## config.mk

```make
export PLATFORM = sky130hd
export DESIGN_NAME = tpc_timer
export DESIGN_NICKNAME = d
export VERILOG_FILES = /design/src/pkg/tpc_pkg.sv /design/src/rtl/tpc_timer.sv /design/src/rtl/tpc_edge_filter.sv
export SDC_FILE = /design/constraint.sdc
export NUM_CORES = 1
export LEC_CHECK = 0
export BUFFER_PORTS_ARGS = -buffer_cell sky130_fd_sc_hd__buf_4
export CORE_MARGIN = 3
export CORE_UTILIZATION = 30
export CTS_CLUSTER_SIZE = 16
export DETAILED_ROUTE_END_ITERATION = 10
export HOLD_SLACK_MARGIN = 0.08
export PLACE_DENSITY_LB_ADDON = 0.25
export SLEW_MARGIN = 15
export SYNTH_ARGS = -nofsm -noshare
export SYNTH_HDL_FRONTEND = slang
export SYNTH_SLANG_ARGS = --single-unit
```

## constraint.sdc

```tcl
create_clock -name mclk -period 3.65 [get_ports mclk]
set_clock_uncertainty 0.15 [all_clocks]
set_input_delay 0.5475 -clock mclk [delete_from_list [all_inputs] [get_ports mclk]]
set_output_delay 0.5475 -clock mclk [all_outputs]
set_load 0.005 [all_outputs]
```

## src/pkg/tpc_pkg.sv

```systemverilog
// constants, types and register map of the 16-bit timer with pwm and capture
`default_nettype none
package tpc_pkg;
   // register word addresses on the register port
   localparam logic [3:0] ADR_CLOCK_SEL = 4'h0;
   localparam logic [3:0] ADR_MODE = 4'h1;
   localparam logic [3:0] ADR_OUTCTL = 4'h2;
   localparam logic [3:0] ADR_PORT3_DIR = 4'h3;
   localparam logic [3:0] ADR_EDGE_MODE = 4'h4;
   localparam logic [3:0] ADR_SAMPLE_CLK = 4'h5;
   localparam logic [3:0] ADR_COMPARE = 4'h6;
   localparam logic [3:0] ADR_CAPTURE = 4'h7;
   localparam logic [3:0] ADR_COUNTER = 4'h8;

   // values after reset
   localparam logic [7:0] RST_CLOCK_SEL = 8'h00;
   localparam logic [2:0] RST_MODE = 3'h0;
   localparam logic [7:0] RST_OUTCTL = 8'h00;
   localparam logic [7:0] RST_PORT3_DIR = 8'hFF;
   localparam logic [7:0] RST_EDGE_MODE = 8'h00;
   localparam logic [7:0] RST_SAMPLE_CLK = 8'h00;
   localparam logic [15:0] RST_WORD = 16'h0000;

   // field positions
   localparam int OC_EN_BIT = 0;
   localparam int OC_LVL_BIT = 1;
   localparam int OC_RST_BIT = 2;
   localparam int OC_SET_BIT = 3;
   localparam int MODE_LSB = 1;
   localparam int OVF_BIT = 0;
   localparam int CSEL_LSB = 4;
   localparam int ES_LSB = 2;
   localparam int DIR_TIMER_BIT = 0;

   // divider exponents (count clock and sampling clock)
   localparam logic [2:0] LG_DIV1 = 3'h0;
   localparam logic [2:0] LG_DIV2 = 3'h1;
   localparam logic [2:0] LG_DIV4 = 3'h2;
   localparam logic [2:0] LG_DIV8 = 3'h3;
   localparam logic [2:0] LG_SAMP_A = 3'h6;
   localparam logic [2:0] LG_SAMP_B = 3'h7;
   localparam logic [2:0] CPU_N_MAX = 3'h4;
   localparam int DIV8_GAP = 7;

   typedef enum logic [2:0] {
      TPC_STOP = 3'b000,
      TPC_PWM = 3'b001,
      TPC_FREE = 3'b010,
      TPC_FREE_T = 3'b011,
      TPC_RESTART = 3'b100,
      TPC_RESTART_T = 3'b101,
      TPC_INTERVAL = 3'b110,
      TPC_INTERVAL_T = 3'b111
   } tpc_mode_t;

   typedef enum logic [2:0] {
      CS_EXT = 3'b000,
      CS_DIV1 = 3'b001,
      CS_DIV2 = 3'b010,
      CS_DIV4 = 3'b011,
      CS_DIV8 = 3'b100
   } tpc_csel_t;

   typedef enum logic [1:0] {
      ES_FALL = 2'b00,
      ES_RISE = 2'b01,
      ES_NONE = 2'b10,
      ES_BOTH = 2'b11
   } tpc_esel_t;

   typedef enum logic [1:0] {
      SC_CPU = 2'b00,
      SC_DIV_A = 2'b01,
      SC_DIV_B = 2'b10
   } tpc_ssel_t;

   // one request on the register port
   typedef struct packed {
      logic [3:0] addr;
      logic [15:0] wdata;
      logic wr;
      logic rd;
   } tpc_bus_t;
endpackage
`default_nettype wire

```

## src/rtl/tpc_timer.sv

```systemverilog
// 16-bit timer with interval, pwm output and pulse-width capture
//
// Strobed register access and the address map were decided locally.
`default_nettype none
module tpc_timer (
   input wire logic mclk,                 // 125 MHz system clock
   input wire logic rst,                  // synchronous reset, active high
   input wire tpc_pkg::tpc_bus_t bus,     // register port request
   output logic [15:0] rdata,             // read data, cycle after read strobe
   input wire logic timer_input_pin,      // asynchronous timer input pin
   input wire logic [2:0] cpu_div_n,      // processor clock divider value
   input wire logic cpu_halt,             // processor halted
   output logic timer_output_pin,         // timer output level
   output logic timer_output_oe_n,        // low while the output is driven
   output logic [7:0] port3_dir,          // port 3 direction, 1 = input
   output logic compare_match_request,    // one-cycle compare match pulse
   output logic ext_interrupt_zero        // one-cycle valid edge pulse
);
   logic [7:0] clksel_r, outctl_r, dir_r, edge_r, scs_r;
   logic [2:0] mode_r;
   logic ovf_r, ff_r, ti_edge, sample_tick, count_tick;
   logic [15:0] cmp_r, cap_r, cnt_r;
   logic [7:0] pre_r;
   logic [2:0] cpu_lg;
   logic [5:0] sub_idx, sub_rev;
   logic [8:0] pwm_width;
   logic pwm_extra, pwm_active, match, running, interval, restart_edge;
   logic cap_mode, cap_read, toggle;
   tpc_pkg::tpc_mode_t mode;

   // request on the register port at a given address
   function automatic logic hit(input tpc_pkg::tpc_bus_t b, input logic [3:0] a, input logic w);
      return (w ? b.wr : b.rd) && b.addr == a;
   endfunction

   // prescaler tap for a division by two to the power lg
   function automatic logic div_tick(input logic [7:0] pre, input logic [2:0] lg);
      logic [7:0] mask;
      mask = 8'((9'h001 << lg) - 9'h001);
      return (pre & mask) == mask;
   endfunction

   assign mode = tpc_pkg::tpc_mode_t'(mode_r);
   assign running = mode != tpc_pkg::TPC_STOP;
   assign interval = mode == tpc_pkg::TPC_INTERVAL || mode == tpc_pkg::TPC_INTERVAL_T;
   assign restart_edge = ti_edge && (mode == tpc_pkg::TPC_RESTART || mode == tpc_pkg::TPC_RESTART_T);
   assign cap_mode = mode == tpc_pkg::TPC_FREE || mode == tpc_pkg::TPC_FREE_T || restart_edge;
   assign cap_read = hit(bus, tpc_pkg::ADR_CAPTURE, 1'b0);
   assign match = cnt_r == cmp_r;

   // software-written control registers
   always_ff @(posedge mclk) begin
      if (rst) begin
         clksel_r <= tpc_pkg::RST_CLOCK_SEL;
         mode_r <= tpc_pkg::RST_MODE;
         outctl_r <= tpc_pkg::RST_OUTCTL;
         dir_r <= tpc_pkg::RST_PORT3_DIR;
         edge_r <= tpc_pkg::RST_EDGE_MODE;
         scs_r <= tpc_pkg::RST_SAMPLE_CLK;
         cmp_r <= tpc_pkg::RST_WORD;
      end else begin
         if (hit(bus, tpc_pkg::ADR_CLOCK_SEL, 1'b1)) clksel_r <= bus.wdata[7:0];
         if (hit(bus, tpc_pkg::ADR_MODE, 1'b1)) mode_r <= bus.wdata[tpc_pkg::MODE_LSB +: 3];
         // strobe bits are not stored, so they read back as zero
         if (hit(bus, tpc_pkg::ADR_OUTCTL, 1'b1)) outctl_r <= {6'h00, bus.wdata[1:0]};
         if (hit(bus, tpc_pkg::ADR_PORT3_DIR, 1'b1)) dir_r <= bus.wdata[7:0];
         if (hit(bus, tpc_pkg::ADR_EDGE_MODE, 1'b1)) edge_r <= bus.wdata[7:0];
         if (hit(bus, tpc_pkg::ADR_SAMPLE_CLK, 1'b1)) scs_r <= bus.wdata[7:0];
         if (hit(bus, tpc_pkg::ADR_COMPARE, 1'b1)) cmp_r <= bus.wdata;
      end
   end

   // free-running prescaler for count and sampling clocks
   always_ff @(posedge mclk) begin
      if (rst) pre_r <= 8'h00;
      else pre_r <= pre_r + 8'h01;
   end

   // sampling clock choice; the processor choice stops in halt
   always_comb begin
      cpu_lg = (cpu_div_n > tpc_pkg::CPU_N_MAX) ? 3'h5 : 3'(cpu_div_n + 3'h1);
      case (tpc_pkg::tpc_ssel_t'(scs_r[1:0]))
         tpc_pkg::SC_CPU: sample_tick = !cpu_halt && div_tick(pre_r, cpu_lg);
         tpc_pkg::SC_DIV_A: sample_tick = div_tick(pre_r, tpc_pkg::LG_SAMP_A);
         tpc_pkg::SC_DIV_B: sample_tick = div_tick(pre_r, tpc_pkg::LG_SAMP_B);
         default: sample_tick = 1'b0;
      endcase
   end

   // count clock choice; prohibited codes do not count
   always_comb begin
      case (tpc_pkg::tpc_csel_t'(clksel_r[tpc_pkg::CSEL_LSB +: 3]))
         tpc_pkg::CS_EXT: count_tick = ti_edge;
         tpc_pkg::CS_DIV1: count_tick = div_tick(pre_r, tpc_pkg::LG_DIV1);
         tpc_pkg::CS_DIV2: count_tick = div_tick(pre_r, tpc_pkg::LG_DIV2);
         tpc_pkg::CS_DIV4: count_tick = div_tick(pre_r, tpc_pkg::LG_DIV4);
         tpc_pkg::CS_DIV8: count_tick = div_tick(pre_r, tpc_pkg::LG_DIV8);
         default: count_tick = 1'b0;
      endcase
   end

   // filtered valid edge on the timer input
   tpc_edge_filter u_filter (
      .mclk(mclk),
      .rst(rst),
      .pin_raw(timer_input_pin),
      .sample_tick(sample_tick),
      .edge_sel(edge_r[tpc_pkg::ES_LSB +: 2]),
      .valid_edge(ti_edge)
   );

   // up counter
   always_ff @(posedge mclk) begin
      if (rst || !running) cnt_r <= 16'h0000;
      else if (restart_edge) cnt_r <= 16'h0000;
      else if (count_tick && match && interval) cnt_r <= 16'h0000;
      else if (count_tick) cnt_r <= cnt_r + 16'h0001;
   end

   // overflow flag; a set beats a software clear
   always_ff @(posedge mclk) begin
      if (rst) ovf_r <= 1'b0;
      else if (running && count_tick && !restart_edge && cnt_r == 16'hFFFF && !(interval && match)) ovf_r <= 1'b1;
      else if (hit(bus, tpc_pkg::ADR_MODE, 1'b1) && !bus.wdata[tpc_pkg::OVF_BIT]) ovf_r <= 1'b0;
   end

   // compare match and external edge requests
   always_ff @(posedge mclk) begin
      if (rst) begin
         compare_match_request <= 1'b0;
         ext_interrupt_zero <= 1'b0;
      end else begin
         compare_match_request <= running && count_tick && match;
         ext_interrupt_zero <= ti_edge;
      end
   end

   // capture register, held while software reads it
   always_ff @(posedge mclk) begin
      if (rst) cap_r <= 16'h0000;
      else if (ti_edge && cap_mode && !cap_read) cap_r <= cnt_r;
   end

   // output flip-flop: software strobes, toggle on match or edge
   assign toggle = outctl_r[tpc_pkg::OC_LVL_BIT] && running && mode != tpc_pkg::TPC_PWM
      && ((count_tick && match) || (mode_r[0] && ti_edge));
   always_ff @(posedge mclk) begin
      if (rst) ff_r <= 1'b0;
      else if (hit(bus, tpc_pkg::ADR_OUTCTL, 1'b1) && bus.wdata[tpc_pkg::OC_SET_BIT]) ff_r <= 1'b1;
      else if (hit(bus, tpc_pkg::ADR_OUTCTL, 1'b1) && bus.wdata[tpc_pkg::OC_RST_BIT]) ff_r <= 1'b0;
      else if (toggle) ff_r <= !ff_r;
   end

   // pwm: 256-count basic cycle, 64 basic cycles per sub-cycle
   assign sub_idx = cnt_r[13:8];
   for (genvar i = 0; i < 6; i++) begin : g_rev
      assign sub_rev[i] = sub_idx[5 - i];
   end
   assign pwm_extra = sub_rev < cmp_r[7:2];
   assign pwm_width = {1'b0, cmp_r[15:8]} + {8'h00, pwm_extra};
   assign pwm_active = {1'b0, cnt_r[7:0]} < pwm_width;

   // timer output pin
   always_ff @(posedge mclk) begin
      if (rst) timer_output_pin <= 1'b0;
      else begin
         case (mode)
            tpc_pkg::TPC_PWM: timer_output_pin <= outctl_r[tpc_pkg::OC_EN_BIT]
               && (pwm_active ^ outctl_r[tpc_pkg::OC_LVL_BIT]);
            default: timer_output_pin <= outctl_r[tpc_pkg::OC_EN_BIT] && ff_r;
         endcase
      end
   end
   assign timer_output_oe_n = dir_r[tpc_pkg::DIR_TIMER_BIT];
   assign port3_dir = dir_r;

   // registered read data, present only in the cycle after a read
   always_ff @(posedge mclk) begin
      if (rst || !bus.rd) rdata <= 16'h0000;
      else begin
         case (bus.addr)
            tpc_pkg::ADR_CLOCK_SEL: rdata <= {8'h00, clksel_r};
            tpc_pkg::ADR_MODE: rdata <= {12'h000, mode_r, ovf_r};
            tpc_pkg::ADR_OUTCTL: rdata <= {8'h00, outctl_r};
            tpc_pkg::ADR_PORT3_DIR: rdata <= {8'h00, dir_r};
            tpc_pkg::ADR_EDGE_MODE: rdata <= {8'h00, edge_r};
            tpc_pkg::ADR_SAMPLE_CLK: rdata <= {8'h00, scs_r};
            tpc_pkg::ADR_COMPARE: rdata <= cmp_r;
            tpc_pkg::ADR_CAPTURE: rdata <= cap_r;
            tpc_pkg::ADR_COUNTER: rdata <= cnt_r;
            default: rdata <= 16'h0000;
         endcase
      end
   end

   // checks
   AST_OUTCTL_RESET: assert property (@(posedge mclk) rst |=> outctl_r == 8'h00)
      else $error("output control not cleared by reset");
   AST_STROBE_READ_ZERO: assert property (@(posedge mclk) disable iff (rst)
      (bus.rd && bus.addr == tpc_pkg::ADR_OUTCTL) |=> rdata[3:2] == 2'b00)
      else $error("strobe bits read nonzero");
   AST_DIR_RESET: assert property (@(posedge mclk) rst |=> port3_dir == 8'hFF && timer_output_oe_n)
      else $error("port 3 direction not all inputs after reset");
   AST_EDGE_SCS_RESET: assert property (@(posedge mclk) rst |=> edge_r == 8'h00 && scs_r == 8'h00)
      else $error("edge mode or sampling clock not cleared by reset");
   AST_HALT_NO_SAMPLE: assert property (@(posedge mclk) disable iff (rst)
      (cpu_halt && scs_r[1:0] == 2'b00) |-> !sample_tick)
      else $error("processor sampling clock ran during halt");
   AST_INTERVAL_CLEAR: assert property (@(posedge mclk) disable iff (rst)
      (interval && count_tick && match && !restart_edge) |=> cnt_r == 16'h0000 && compare_match_request)
      else $error("interval match did not clear counter and request");
   AST_STOP_CLEAR: assert property (@(posedge mclk) disable iff (rst)
      (mode_r == 3'b000) [*2] |-> cnt_r == 16'h0000 && !compare_match_request)
      else $error("stopped counter not held at zero");
   AST_DIV8_GAP: assert property (@(posedge mclk) disable iff (rst)
      (clksel_r[6:4] == 3'b100 && count_tick) |=> (!count_tick || clksel_r[6:4] != 3'b100) [*7])
      else $error("divide by eight count clock too fast");
   AST_CAPTURE: assert property (@(posedge mclk) disable iff (rst)
      (ti_edge && mode == tpc_pkg::TPC_FREE && !cap_read) |=> cap_r == $past(cnt_r) && ext_interrupt_zero)
      else $error("free-running capture missed");
   AST_READ_HOLDS: assert property (@(posedge mclk) disable iff (rst)
      (ti_edge && cap_read) |=> $stable(cap_r) && ext_interrupt_zero)
      else $error("capture changed during read or request lost");
   AST_RESTART: assert property (@(posedge mclk) disable iff (rst)
      (restart_edge && !cap_read) |=> cnt_r == 16'h0000 && cap_r == $past(cnt_r))
      else $error("restart edge did not capture and clear");
   AST_PWM_DISABLED: assert property (@(posedge mclk) disable iff (rst)
      (mode == tpc_pkg::TPC_PWM && !outctl_r[0]) |=> !timer_output_pin)
      else $error("pwm output active while disabled");
endmodule
`default_nettype wire

```

## src/rtl/tpc_edge_filter.sv

```systemverilog
// synchroniser, sampled two-sample noise filter and valid-edge selector
`default_nettype none
module tpc_edge_filter (
   input wire logic mclk,        // system clock
   input wire logic rst,         // synchronous reset, active high
   input wire logic pin_raw,     // asynchronous timer input pin
   input wire logic sample_tick, // one-cycle sampling strobe
   input wire logic [1:0] edge_sel, // valid edge choice
   output logic valid_edge       // one-cycle pulse per accepted edge
);
   logic sync1_r, sync2_r, samp_r, level_r;

   // two flip-flops before any logic sees the pin
   always_ff @(posedge mclk) begin
      if (rst) begin
         sync1_r <= 1'b0;
         sync2_r <= 1'b0;
      end else begin
         sync1_r <= pin_raw;
         sync2_r <= sync1_r;
      end
   end

   // a new level counts only when two successive samples agree
   always_ff @(posedge mclk) begin
      if (rst) begin
         samp_r <= 1'b0;
         level_r <= 1'b0;
         valid_edge <= 1'b0;
      end else begin
         valid_edge <= 1'b0;
         if (sample_tick) begin
            samp_r <= sync2_r;
            if (sync2_r == samp_r && sync2_r != level_r) begin
               level_r <= sync2_r;
               case (tpc_pkg::tpc_esel_t'(edge_sel))
                  tpc_pkg::ES_FALL: valid_edge <= !sync2_r;
                  tpc_pkg::ES_RISE: valid_edge <= sync2_r;
                  tpc_pkg::ES_BOTH: valid_edge <= 1'b1;
                  default: valid_edge <= 1'b0;
               endcase
            end
         end
      end
   end
endmodule
`default_nettype wire

```

======== Yosys cells after proc, flatten, opt, wreduce, memory -nomap -nowiden ========
Index checks and enable logic that the tools add are counted.
word-level totals
  word-level logic and storage cells ...... 134
  output and inout bits ................... 28
  bits of input ports ..................... 29
  bits in registers ....................... 119
operators by class
  equal/unequal tests ..................... 33
  shift-type cells ........................ 1
  reduce and logical (&&, ||, !) cells .... 56
  $lt $le $gt $ge ......................... 3
  $add $sub $neg .......................... 5
  multiplexer cells ....................... 11
  bitwise gates (word level) .............. 4
operators by type and width
  operator                                                             count
  16-bit one-hot mux with 9 select lines                               1
  1-bit logical AND                                                    30
  3-bit == test (second input constant)                                6
  16-bit by 1-bit adder with 16-bit output (second input constant)     1
  16-bit == test                                                       1
  16-bit == test (second input constant)                               1
  4-bit by 3-bit == test with 1-bit output (second input constant)     4
  3-bit by 2-bit == test with 1-bit output (second input constant)     4
  8-bit by 1-bit adder with 9-bit output                               1
  1-bit logical NOT                                                    9
  8-bit by 9-bit < comparator with 1-bit output                        1
  8-bit by 1-bit adder with 8-bit output (second input constant)       1
  8-bit AND                                                            1
  4-bit by 2-bit == test with 1-bit output (second input constant)     2
  8-bit == test                                                        1
  1-bit by 3-bit left shift with 8-bit output (first input constant)   1
  8-bit by 1-bit subtractor with 8-bit output (second input constant)  1
  7-bit == test (second input constant)                                1
  1-bit logical OR                                                     7
  2-bit == test (second input constant)                                3
  3-bit by 1-bit == test with 1-bit output (second input constant)     2
  6-bit == test (second input constant)                                1
  6-bit < comparator                                                   1
  1-bit 2-to-1 mux                                                     6
  other kinds (20)                                                     26

======== Logic depth before layout (Yosys ltp) ========
  depth after elaboration ................. 10
  mapped depth ............................ 19
  gate-level depth less buffers ........... 19

======== Hierarchy ========
A second synthesis with hierarchy kept.
second synthesis, totals
  cell total of the unflattened synthesis .. 687
  area, all modules ....................... 5855.6 um^2
modules (own cells, without submodules)
  module           sequential area each (um^2)  area each (um^2)  cells each  instances
  tpc_timer        2262.2                       5664.2            669         1
  tpc_edge_filter  100.1                        191.4             18          1

======== Worst setup path after synthesis ========
OpenSTA, ideal clock, no wires.
  kind .................................... reg2reg
  start point ............................. reg cmp_r[3]
  end point ............................... reg timer_output_pin
  stages on the path, launching flop included .. 20
  data required time ...................... 3.438 ns
  arrival time ............................ 3.134 ns
  clock period less this slack ............ 3.346 ns
  buffers on the path ..................... 0
  setup time .............................. 0.062 ns
  setup slack ............................. 0.304 ns
  path through ............................ dfxtp_1 -> inv_1 -> ha_1 -> a21o_1 -> a21o_1 -> a21o_1 -> a21o_1 -> a21oi_1 -> ha_1 -> ha_1 -> nand3_1 -> nor2_1 -> xnor2_1 -> ha_1 -> o21a_1 -> o21ai_0 -> a32oi_1 -> nand4_1 -> a31o_2 -> nand3_1
on the way
  cells in the longest elaborated chain, start to end .. 6
ends and longest elaborated chain
  item                                           line              RTL
  from (decl)                                    tpc_timer.sv:22   logic [15:0] cmp_r, cap_r, cnt_r;
  from (signal assigned)                         tpc_timer.sv:60   cmp_r <= tpc_pkg::RST_WORD;
  from (signal assigned)                         tpc_timer.sv:69   if (hit(bus, tpc_pkg::ADR_COMPARE, 1'b1)) cmp_r <= bus.wdata;
  6-bit < comparator                             tpc_timer.sv:159  assign pwm_extra = sub_rev < cmp_r[7:2];
  8-bit by 1-bit adder with 9-bit output         tpc_timer.sv:160  assign pwm_width = {1'b0, cmp_r[15:8]} + {8'h00, pwm_extra};
  8-bit by 9-bit < comparator with 1-bit output  tpc_timer.sv:161  assign pwm_active = {1'b0, cnt_r[7:0]} < pwm_width;
  1-bit bitwise XOR                              tpc_timer.sv:169  && (pwm_active ^ outctl_r[tpc_pkg::OC_LVL_BIT]);
  1-bit logical AND                              tpc_timer.sv:169
  1-bit 2-to-1 mux                               tpc_timer.sv:167  case (mode)
  to (signal assigned)                           tpc_timer.sv:168  tpc_pkg::TPC_PWM: timer_output_pin <= outctl_r[tpc_pkg::OC_EN_BIT]
  to (signal assigned)                           tpc_timer.sv:170  default: timer_output_pin <= outctl_r[tpc_pkg::OC_EN_BIT] && ff_r;
  to (decl)                                      tpc_timer.sv:13   output logic timer_output_pin,
Every way passes these cells.
A chain may end at the register's enable or synchronous reset.

======== Worst setup path after layout ========
Ends and elaborated chain as after synthesis.

==> run summary <==
Headroom to the max-slew limit came out at between 50% and 60%. The leftover overflow at the end of global routing is 0. In this design, the largest share of critical-path delay is due to compound AO/OA/AOI/OAI gates. The number of buffers inserted during clock tree synthesis came out at 17.

The startpoint of the worst register-to-register path is cmp_r[3]. The number of library cell types mapped by synthesis came out at 53. The number of global-route vias before repair is between 4000 and 5000. Once layout is complete, the cells apart from fillers number 1008. The area growth from synthesis to layout came out at 22.4%. STA classifies the critical path startpoint as a register. The critical path goes through inv_1 > ha_1 > a21o_1 > a21o_1 > a21o_1 > a21o_1 > a21oi_2 > ha_2 > ha_4 > nand3_2 > nor2_2 > xnor2_1 > ha_1 > o21a_1 > o21ai_0 > a32oi_1 > nand4_1 > a31o_2 > nand3_1. In this run, the number of DRC markers left after iteration 0 of detailed routing was 395. The period utilization came out at a little over nine tenths. The clock drives ~120 sinks. The total setup violations reported at the end of the flow came out at 0. The worst register-to-register path has a setup slack of about 0.19 ns. The type of the most critical hold path is in -> reg. The transition time at the pin with the least slew margin is about 0.70 ns. Global routing used approximately 16% of the available tracks across all layers. The initial antenna violation count came out at 0.

The standard cell core area came out at between 0.015 and 0.02 mm². From bottom edge to top edge, the die measures about 150 µm. The number of stages on the worst setup path came out at 19.

The final critical delay including setup and external delays is around 3.5 ns. The number of slew-limit violations in the final report came to 0. The ratio of total power to cell area is roughly 440 mW/mm².

In the routed design, unresolved DRC markers number 0. The peak per-stage delay on the critical path came out at 0.32 ns. The number of flops mapped to enable cells by yosys is 0. The end point of the worst hold path is u_filter.sync1_r. The mean cell area of the mapped netlist is approximately 8.6 µm². The floorplan has 50 rows.

The maximum operating frequency is between 200 and 300 MHz. Port buffering added 56 buffers. The smallest setup slack after layout came out at 0.190 ns.

The TritonCTS clock tree is done. The detailed-routing iteration count for the pre-antenna-repair pass is 7. The worst ir drop on vdd is about 280 µV. The worst slack after detailed placement is a little under 0.07 ns. The detailed-placement wirelength estimate is roughly 12 mm. The number of nets still failing antenna checks after routing is 0. The number of flip-flops and latches in the synthesized netlist is ~120. The ratio of cells with drive above 1 in the final layout came out at around 17%.

The pin count of the biggest net entering global routing came out at 43. The total die area is around 0.021 mm². The post-synthesis instance total came out at between 600 and 700. The post-CTS clock slew at the launch and capture registers of the worst setup and hold paths is around 0.060 ns. The cell depth of the worst min-delay path is 2. The async set-or-reset flop fraction in the synthesized netlist is 0%. The dominant synthesized flop cell is sky130_fd_sc_hd__dfxtp_1. The length in cells of the worst reg-to-reg path came out at 19. The first global-routing pass estimated roughly 27 mm of wire.

The slowest stage of the critical path is the sky130_fd_sc_hd__dfxtp_2 cell. The per-cell routed wire length came out at around 17 µm. The number of placed instances, taps included, is between 900 and 1000. Clock latency on the worst-skew pair, taken at its later pin, is around 0.42 ns.

The tool flagged a number of max-cap violations equal to 0. The effective utilization at floorplan is a little over 30%. The standby leakage power came out at about 0.0028 µW. The boundary pin count is 57.

The mapped netlist covers 0.00583 mm². The Yosys step of the flow raised 0 warnings. The placer's final routability congestion estimate came out at approximately 0.84. The ratio of routed vias to standard cells is 4.96. The number of buffers on the longest clock path is 2. CTS placed an instance of sky130_fd_sc_hd__clkbuf_16 at the clock tree root.

The highest fanout seen on the critical path is 3. The net count of the finished layout came out at about 780. The horizontal extent of the die is 145 µm. The number of endpoints with negative hold slack in the final report is 0.

STA classifies the critical path endpoint as a register. The capture point of the worst reg-to-reg path is timer_output_pin. Among the stages of the critical path, the cell type that occurs most often is sky130_fd_sc_hd__a21o_1. The start point of the worst min-delay path is timer_input_pin. After synthesis, flip-flops and latches occupy 40.5% of the total area. The arrival time at the worst endpoint came out at roughly 3.7 ns. The routed layout has 5001 vias. The number of nets produced by synthesis is around 730. The antenna diode count came out at 0. The maximum level of the CTS H-tree came out at 4. The flow ran to the end, and the final reports show no timing, DRC or antenna violations. The number of buffer and inverter instances along the worst setup path is 1. The critical path in this run is classified as reg -> reg. The worst path required time came out at around 3.9 ns. The wire length after detailed routing is 17.2 mm.
==> power breakdown <==
part           internal [µW]  switching [µW]  total (µW)
logic                   76.0             117         193
clock network           1030             586        1620
registers               1300            15.0        1320
total                   2410             718        3130
==> worst max-delay path by stage <==
| stage | startpoint | endpoint | slack (ns) |
|---|---|---|---|
| 5_1_grt | cmp_r[3] | timer_output_pin | -0.02 |
| 3_5_place_dp | cmp_r[3] | timer_output_pin | 0.07 |
| 4_1_cts | cmp_r[3] | timer_output_pin | 0.03 |
| 3_3_place_gp | cmp_r[3] | timer_output_pin | 0.11 |
| 2_1_floorplan | cmp_r[3] | timer_output_pin | 0.30 |
| 6_report | cmp_r[3] | timer_output_pin | 0.19 |
==> Yosys cell counts (all sizes together), types with 9 or more instances <==
| master | number | share of area, % |
|---|---|---|
| nor3 | 11 | 0.94 |
| nand3 | 34 | 2.9 |
| ha | 20 | 4.3 |
| a31oi | 9 | 0.97 |
| dfxtp | 118 | 41 |
| and3 | 11 | 1.2 |
| xor2 | 16 | 2.4 |
| clkbuf | 21 | 1.4 |
| nor2b | 14 | 1.5 |
| inv | 20 | 1.3 |
| buf | 23 | 2.2 |
| xnor2 | 28 | 4.2 |
| mux2i | 44 | 7.6 |
| a21oi | 38 | 3.3 |
| nand2 | 90 | 5.8 |
| nor2 | 84 | 5.4 |
| a222oi | 13 | 2.2 |
==> metal layers <==
layer,track usage [%],routed length (µm)
met1,22.3,8030
met2,26.5,8180
met3,3.05,767
met4,4.70,196
met5,0,0
==> layout make-up <==
| cell class | count | area, µm² |
|---|---|---|
| Multi-Input combinational cell | 500 | 3220 |
| Sequential cell | 118 | 2360 |
| Clock inverter | 9 | 101 |
| Tap cell | 260 | 325 |
| Inverter | 20 | 75.1 |
| Timing Repair Buffer | 78 | 586 |
| Clock buffer | 23 | 468 |
| Fill cell | 2021 | 11800 |
==> what timing repair did <==
item,4_1_cts,5_1_grt
hold buffers,0,0
resized for setup,0,7
endpoints found under the setup margin,0,1
buffers inserted,0,3
==> cells by family (layout without fill, tap and decap cells) <==
family,count (synthesis),in the layout,synth area share (%)
xor gates and xnor gates,44,44,6.61
and+or+nand+nor,280,280,22.1
AOI/OAI and AO/OA,104,104,12.4
DFF,118,118,40.5
buffers and inverters,64,130,4.83
muxes,52,52,9.29
adders and majority gates,20,20,4.29
==> cells in the final DEF, fill, tap and decap left out, drive strengths merged, types with 23 or more instances in the layout <==
cell and instances:
a21oi 38, buf 78, clkbuf 23, dfxtp 118, mux2i 44, nand2 90, nand3 34, nor2 84
xnor2 28
==> per-stage QoR <==
stage / setup TNS, ns / util, % / hold WS, ns / area, µm² / total power, µW
final: 0 / 37.8 / 0.205 / 7140 / 3130
after global routing: -0.0216 / 37.8 / 0.225 / 7140 / 3240
after CTS: 0 / 37.5 / 0.201 / 7090 / 3160
after detailed placement: 0 / 34.5 / 0.275 / 6520 / 1540
after global placement: 0 / 34.5 / 0.285 / 6520 / 1540
after floorplan: 0 / - / 0.264 / 5830 / 1460
==> sequential cells by signal, summed over array words and instances, names as in the netlist, 2 cells and up <==
name and flops:
cap_r 16, cmp_r 16, cnt_r 16, rdata 16, clksel_r 8, edge_r 8, port3_dir 8, scs_r 8
pre_r 7, mode 3, outctl_r 2
(Power assumes the default switching activity.)
